$ cat config.mk
export PLATFORM = sky130hd
export DESIGN_NAME = qdc_ctrl
export DESIGN_NICKNAME = d
export VERILOG_FILES = /design/src/qdc_pkg.sv /design/src/qdc_edge.sv /design/src/qdc_chan.sv /design/src/qdc_ctrl.sv
export SDC_FILE = /design/constraint.sdc
export NUM_CORES = 1
export LEC_CHECK = 0
export ABC_AREA = 0
export BUFFER_PORTS_ARGS = -buffer_cell sky130_fd_sc_hd__buf_2
export CAP_MARGIN = 20
export CORE_UTILIZATION = 35
export DETAILED_ROUTE_END_ITERATION = 6
export GPL_ROUTABILITY_DRIVEN = 0
export PLACE_DENSITY = 0.59
export SYNTH_ARGS = -nofsm -noshare
export SYNTH_HDL_FRONTEND = slang
export SYNTH_SLANG_ARGS = --single-unit
$ cat constraint.sdc
create_clock -name REF_CLK_I -period 2.2 [get_ports REF_CLK_I]
set_clock_uncertainty 0.05 [all_clocks]
set_input_delay 0.33 -clock REF_CLK_I [delete_from_list [all_inputs] [get_ports REF_CLK_I]]
set_output_delay 0.33 -clock REF_CLK_I [all_outputs]
set_load 0.1 [all_outputs]
$ cat src/qdc_pkg.sv
package qdc_pkg;
  localparam int QDC_NCH = 4;
  localparam int QDC_DW = 16;
  localparam int QDC_FRAME_W = 24;
  // command field position within the frame
  localparam int QDC_CMD_MSB = 23;
  localparam int QDC_CMD_LSB = 20;
  localparam int QDC_ADDR_MSB = 19;
  localparam int QDC_ADDR_LSB = 16;
  localparam int QDC_DATA_MSB = 15;
  localparam int QDC_DATA_LSB = 0;
  localparam int QDC_MASK_MSB = 3;
  localparam int QDC_MASK_LSB = 0;
  localparam logic [3:0] QDC_CMD_WR_IN = 4'h1;
  localparam logic [3:0] QDC_CMD_UPD = 4'h2;
  localparam logic [3:0] QDC_CMD_WR_UPD = 4'h3;
  localparam logic [3:0] QDC_CMD_MASK = 4'h5;
  localparam logic [3:0] QDC_CMD_SWRST = 4'h6;
  localparam logic [3:0] QDC_MASK_RST = 4'h0;
  localparam logic [15:0] QDC_ZERO_CODE = 16'h0000;
  localparam logic [15:0] QDC_MID_CODE = 16'h8000;
  // cycles of internal power-on sequence after the reset pin releases
  localparam int QDC_POR_CYCLES = 8;
  localparam logic [3:0] QDC_POR_CNT_W4 = 4'h8;
  typedef enum logic [1:0] {QDC_WAIT, QDC_INIT, QDC_RUN} qdc_state_t;
endpackage

$ cat src/qdc_edge.sv
`timescale 1ns/1ps
module qdc_edge
  import qdc_pkg::*;
(
  input wire logic clk_i,
  input wire logic nrst_i,
  input wire logic pin_i,
  output logic fall_o,
  output logic level_o
);
  logic s1_r;
  logic s2_r;
  logic s3_r;
  always_ff @(posedge clk_i or negedge nrst_i) begin
    if (!nrst_i) begin
      s1_r <= 1'b1;
      s2_r <= 1'b1;
      s3_r <= 1'b1;
    end else begin
      s1_r <= pin_i;
      s2_r <= s1_r;
      s3_r <= s2_r;
    end
  end
  assign fall_o = s3_r & ~s2_r;
  assign level_o = s2_r;
endmodule

$ cat src/qdc_chan.sv
`timescale 1ns/1ps
module qdc_chan
  import qdc_pkg::*;
#(
  parameter int DW = QDC_DW
) (
  input wire logic clk_i,
  input wire logic nrst_i,
  input wire logic clr_i,
  input wire logic [DW-1:0] clr_val_i,
  input wire logic wr_in_i,
  input wire logic load_i,
  input wire logic wr_dac_i,
  input wire logic [DW-1:0] data_i,
  output logic [DW-1:0] in_o,
  output logic [DW-1:0] dac_o
);
  logic [DW-1:0] in_r;
  logic [DW-1:0] dac_r;
  always_ff @(posedge clk_i or negedge nrst_i) begin
    if (!nrst_i) begin
      in_r <= '0;
      dac_r <= '0;
    end else if (clr_i) begin
      in_r <= clr_val_i;
      dac_r <= clr_val_i;
    end else begin
      if (wr_in_i) begin
        in_r <= data_i;
      end
      if (wr_dac_i) begin
        dac_r <= data_i;
      end else if (load_i) begin
        dac_r <= in_r;
      end
    end
  end
  assign in_o = in_r;
  assign dac_o = dac_r;
endmodule

$ cat src/qdc_ctrl.sv
`timescale 1ns/1ps
// Summary of operation
// - command 0101 loads mask from DB3..DB0
// - mask bits DB3..DB0 map channels D..A
// - mask resets to zero
// - masked channel sees load pin high
// - load pin falling edge updates unmasked channels
// - load pin held low ignores mask
// - 0001 writes input, DAC if pin low
// - 0010 copies input into DAC
// - 0011 writes input and DAC
// - reset pin clears to zero or midscale
// - no updates while reset pin low
// - 0110 software reset to power-on code
// - load pin ignored during power-on reset
// - reset pin low delays initialization
// - power-up level chosen by select pin
// - outputs hold until valid write or load pin falling edge
// - command in frame bits 23..20
// - 0001 with pin low updates at frame end
module qdc_ctrl
  import qdc_pkg::*;
#(
  parameter int DW = QDC_DW
) (
  input wire logic REF_CLK_I,
  input wire logic NRST_I,
  input wire logic RESET_N_I,
  input wire logic RESET_LEVEL_SELECT_I,
  input wire logic DAC_LOAD_STROBE_N_I,
  input wire logic FRAME_VALID_I,
  input wire logic [QDC_FRAME_W-1:0] FRAME_I,
  output logic [QDC_NCH*DW-1:0] DAC_CODE_O,
  output logic [QDC_NCH*DW-1:0] INPUT_CODE_O,
  output logic [QDC_NCH-1:0] LOAD_MASK_O,
  output logic READY_O
);
  qdc_state_t state_r;
  qdc_state_t state_nxt;
  logic [3:0] por_cnt_r;
  logic [QDC_NCH-1:0] mask_r;
  logic rst_s1_r;
  logic rst_s2_r;
  logic sel_r;
  logic ld_fall;
  logic ld_level;
  logic run;
  logic frame_ok;
  logic [3:0] cmd;
  logic [3:0] addr;
  logic [DW-1:0] data;
  logic cmd_wr_in;
  logic cmd_upd;
  logic cmd_wr_upd;
  logic cmd_mask;
  logic cmd_swrst;
  logic clr;
  logic [DW-1:0] clr_val;

  qdc_edge u_edge (
    .clk_i(REF_CLK_I),
    .nrst_i(NRST_I),
    .pin_i(DAC_LOAD_STROBE_N_I),
    .fall_o(ld_fall),
    .level_o(ld_level)
  );

  // reset pin synchroniser; only the second stage is used
  always_ff @(posedge REF_CLK_I or negedge NRST_I) begin
    if (!NRST_I) begin
      rst_s1_r <= 1'b0;
      rst_s2_r <= 1'b0;
    end else begin
      rst_s1_r <= RESET_N_I;
      rst_s2_r <= rst_s1_r;
    end
  end

  always_comb begin
    state_nxt = state_r;
    unique case (state_r)
      QDC_WAIT: if (rst_s2_r) state_nxt = QDC_INIT;
      QDC_INIT: if (por_cnt_r == QDC_POR_CNT_W4) state_nxt = QDC_RUN;
      QDC_RUN: if (cmd_swrst) state_nxt = QDC_INIT;
    endcase
    if (!rst_s2_r) begin
      state_nxt = QDC_WAIT;
    end
  end

  // strap sampled on clock, not under async reset
  always_ff @(posedge REF_CLK_I or negedge NRST_I) begin
    if (!NRST_I) begin
      state_r <= QDC_WAIT;
      por_cnt_r <= 4'h0;
      sel_r <= 1'b0;
    end else begin
      state_r <= state_nxt;
      por_cnt_r <= (state_r == QDC_INIT) ? por_cnt_r + 4'h1 : 4'h0;
      sel_r <= RESET_LEVEL_SELECT_I;
    end
  end

  assign run = (state_r == QDC_RUN) && rst_s2_r;
  assign cmd = FRAME_I[QDC_CMD_MSB:QDC_CMD_LSB];
  assign addr = FRAME_I[QDC_ADDR_MSB:QDC_ADDR_LSB];
  assign data = FRAME_I[QDC_DATA_MSB:QDC_DATA_LSB];
  assign frame_ok = FRAME_VALID_I && run;
  assign cmd_wr_in = frame_ok && (cmd == QDC_CMD_WR_IN);
  assign cmd_upd = frame_ok && (cmd == QDC_CMD_UPD);
  assign cmd_wr_upd = frame_ok && (cmd == QDC_CMD_WR_UPD);
  assign cmd_mask = frame_ok && (cmd == QDC_CMD_MASK);
  assign cmd_swrst = frame_ok && (cmd == QDC_CMD_SWRST);
  assign clr = (state_r != QDC_RUN) || !rst_s2_r;
  assign clr_val = sel_r ? QDC_MID_CODE[DW-1:0] : QDC_ZERO_CODE[DW-1:0];

  always_ff @(posedge REF_CLK_I or negedge NRST_I) begin
    if (!NRST_I) begin
      mask_r <= QDC_MASK_RST;
    end else if (clr) begin
      mask_r <= QDC_MASK_RST;
    end else if (cmd_mask) begin
      mask_r <= FRAME_I[QDC_MASK_MSB:QDC_MASK_LSB];
    end
  end

  genvar g;
  generate
    for (g = 0; g < QDC_NCH; g++) begin : g_ch
      logic sel;
      logic wr_in;
      logic wr_dac;
      logic load;
      assign sel = (addr[g] == 1'b1);
      // input write, DAC if pin low
      // same frame update when pin low
      assign wr_in = sel && (cmd_wr_in || cmd_wr_upd);
      assign wr_dac = sel && (cmd_wr_upd || (cmd_wr_in && !ld_level));
      // bit g is channel g (A..D)
      assign load = run && ((ld_fall && !mask_r[g]) || (sel && cmd_upd));
      qdc_chan #(.DW(DW)) u_ch (
        .clk_i(REF_CLK_I),
        .nrst_i(NRST_I),
        .clr_i(clr),
        .clr_val_i(clr_val),
        .wr_in_i(wr_in),
        .load_i(load),
        .wr_dac_i(wr_dac),
        .data_i(data),
        .in_o(INPUT_CODE_O[g*DW +: DW]),
        .dac_o(DAC_CODE_O[g*DW +: DW])
      );
    end
  endgenerate

  assign LOAD_MASK_O = mask_r;
  assign READY_O = run;
endmodule

==> results.sh <==
export IMPL_leakagePower_nw=3.96
export IMPL_hold_violations=0
export IMPL_die_w_um=137
export IMPL_firstDrtPassIters=5
export IMPL_antenna_found_initial=0
export IMPL_pwr_density_cell_nw_per_um2=694
export IMPL_gr_total_overflow=0
export IMPL_synth_seq_cells=144
export IMPL_die_area_sq_um=18700
export IMPL_rsz0062_at_grt="false"
export IMPL_hold_path_end="g_ch[3].u_ch.in_o[11]"
export IMPL_cp_max_fo=29
export IMPL_yosys_area_top_type="dfrtp_1"
export IMPL_io_pins=163
export IMPL_rrSetupSlack_ps=270
export IMPL_worstPathCellList="nand3b_4, clkinv_8, buf_4, buf_12"
export IMPL_synthArstFlopShare=1.00
export IMPL_synth_distinct_cells=47
export IMPL_hold_class="primary input to flop"
export IMPL_setup_viol=0
export IMPL_ys_top_cells_by_count="146 x nand2_1, 141 x dfrtp_1, 60 x a21oi_1"
export IMPL_htree_num_levels=4
export IMPL_max_slew_margin_rel=0.556
export IMPL_grt_usage=0.225
export IMPL_worst_pin_slew_ps=664
export IMPL_holdPathStages=3
export IMPL_crit_buf_inv=3
export IMPL_ys_flop_type="dfrtp_1"
export IMPL_syn_inst=597
export IMPL_critical_path_top_delay_family="buffers and inverters"
export IMPL_ant_nets=0
export IMPL_end_kind="output pin"
export IMPL_synth_nets=629
export IMPL_vias=5585
export IMPL_drc=0
export IMPL_stdcell_count=1024
export IMPL_cts_buffers=17
export IMPL_clock_sinks=144
export IMPL_cap_violations=0
export IMPL_post_route_util=0.469
export IMPL_period_share=0.948
export IMPL_core_area_sq_um=17500
export IMPL_syn2layout_area_growth_pct=29.2
export IMPL_critPathKind="flop to output pin"
export IMPL_slew_viol_final=0
export IMPL_wl_per_cell_um=19.9
export IMPL_cts_buffer_depth=2
export IMPL_port_buffers=162
export IMPL_clockRootBuffer="clkbuf_16"
export IMPL_rr_worst_depth=5
export IMPL_synth_most_common_cell="nand2_1"
export IMPL_clk_insertion_delay_late_ps=410
export IMPL_drive_gt1_frac=0.332
export IMPL_ir_drop_mv=0.519
export IMPL_synth_edf_count=0
export IMPL_yosys_warnings=0
export IMPL_arrival_ps=1710
export IMPL_dp_cells=979
export IMPL_grt_max_degree=46
export IMPL_grt_pass1_wl_um=30900
export IMPL_seq_area_frac_synth=0.568
export IMPL_cp_required_ps=1820
export IMPL_netlist_area_sq_um=6350
export IMPL_clkSlewWorstSetupHoldPaths_ps=60
export IMPL_initial_core_util=0.363
export IMPL_die_h_um=137
export IMPL_r2r_end="g_ch[0].u_ch.dac_o[9]"
export IMPL_max_freq_ghz=0.479
export IMPL_synth_top_area_share=0.556
export IMPL_crit_path_start_kind="flop"
export IMPL_drt_iter0_drc=480
export IMPL_cts_tree="yes"
export IMPL_dpl_hpwl_um=14300
export IMPL_drt_wl_total_um=20400
export IMPL_syn_avg_cell_area_sq_um=10.6
export IMPL_nets=818
export IMPL_fin_crit_ps=2090
export IMPL_grt_pass1_vias=5368
export IMPL_outcome="finished, final reports clean"
export IMPL_slowest_stage="dfrtp_1"
export IMPL_worstReg2RegStart="u_edge.level_o"
export IMPL_row_count=48
export IMPL_slowest_delay_ps=410
export IMPL_fin_setup_tns_ps=0
export IMPL_viasPerCell=5.45
export IMPL_synth_top_cells_by_area="dfrtp_1 56%, nand2_1 8.6%, a221o_1 7.1%"
export IMPL_diodes=0
export IMPL_hp_start="FRAME_I[11]"
## cell type report
type	instances	area [sq um]
inverter	10	50.0
timing repair buffer	207	1220
fill	1660	9280
multi-input combinational	406	2480
clock inverter	14	116
tap	225	282
sequential	144	3610
clock buffer	18	439
## cells by family (layout without fill, tap and decap cells)
family | after synthesis | count (layout) | synth area share
buf+inv | 48 | 249 | 0.0445
mux | 23 | 23 | 0.0371
flops | 144 | 144 | 0.568
fa+ha+maj | 2 | 2 | 0.00394
xor+xnor | 2 | 2 | 0.00276
compound gates | 143 | 143 | 0.174
simple gates | 235 | 236 | 0.170
## report_power, final
group	internal, W	total, W	leakage [nW]	switching, W
clock	0.00158	0.00272	0.268	0.00114
sequential	0.00267	0.00269	1.97	0.0000189
combinational	0.0000758	0.000288	1.72	0.000212
## worst max path at each step
stage,start,endpoint,slack [ps],depth (start not counted)
final,state_r[0],READY_O,110,4
after global routing,state_r[0],READY_O,50,4
after CTS,state_r[0],READY_O,-110,4
after detailed placement,FRAME_I[20],g_ch[1].u_ch.dac_o[3],-110,5
after global placement,u_edge.level_o,g_ch[0].u_ch.dac_o[5],-40,4
after floorplan,LOAD_MASK_O[0],g_ch[0].u_ch.dac_o[10],180,5
## metal layers
metal	global-route usage	part of all wire	vias to the layer above
li1	-	-	2485
met1	0.305	0.43	2811
met2	0.362	0.47	275
met3	0.0563	0.083	14
met4	0.0488	0.010	0
met5	0	0	-
## layout by cell type, fill, tap and decap left out, drive strengths merged, types with 3 or more instances in the layout
cell type,Yosys,layout
o211ai,3,3
and3,4,4
dfrtp,141,141
mux2i,19,19
clkinvlp,0,4
a221o,45,45
mux2,4,4
o2bb2ai,15,15
inv,10,10
a211oi,3,3
nand3,9,9
dlygate4sd3,0,4
nor3b,9,9
nor2,54,54
dfstp,3,3
buf,29,203
a311o,3,3
a31oi,7,7
nand2,146,146
nand4,4,4
clkbuf,9,18
nand3b,2,3
a21oi,60,60
clkinv,0,9
## worst reg2reg max path, cell delays in order, from the launching register on
cell	delay, ps
dfstp_2	620
nand2b_2	180
nand3_2	120
nor3b_2	500
buf_6	230
a221o_1	170
## registers in the layout, indices dropped and copies added, names as in the netlist
| signal | count |
|---|---|
| por_cnt_r | 4 |
| rst_s2_r | 1 |
| u_edge.level_o | 1 |
| state_r | 2 |
| g_ch.u_ch.in_o | 64 |
| u_edge.s1_r | 1 |
| u_edge.s3_r | 1 |
| LOAD_MASK_O | 4 |
| g_ch.u_ch.dac_o | 64 |
| rst_s1_r | 1 |
| sel_r | 1 |
## stage by stage
step / setup slack, ps / power (W) / cell area (sq um) / hold slack, ps
floorplan: 183 / 0.00285 / 6350 / -15.6
global placement: -35.0 / 0.00301 / 7480 / 240
detailed placement: -112 / 0.00302 / 7490 / 253
CTS: -114 / 0.00573 / 8100 / 156
global route: 51.0 / 0.00589 / 8200 / 148
finish: 114 / 0.00569 / 8200 / 165
## repair_timing
item,in CTS,in global routing
hold buffers,4,0
buffers inserted,0,7
endpoints found under the setup margin,46,10
cloned,0,1
hold endpoints to repair,45,0
gates resized for setup,4,2
Note: power is estimated with default switching activity, not from simulation.
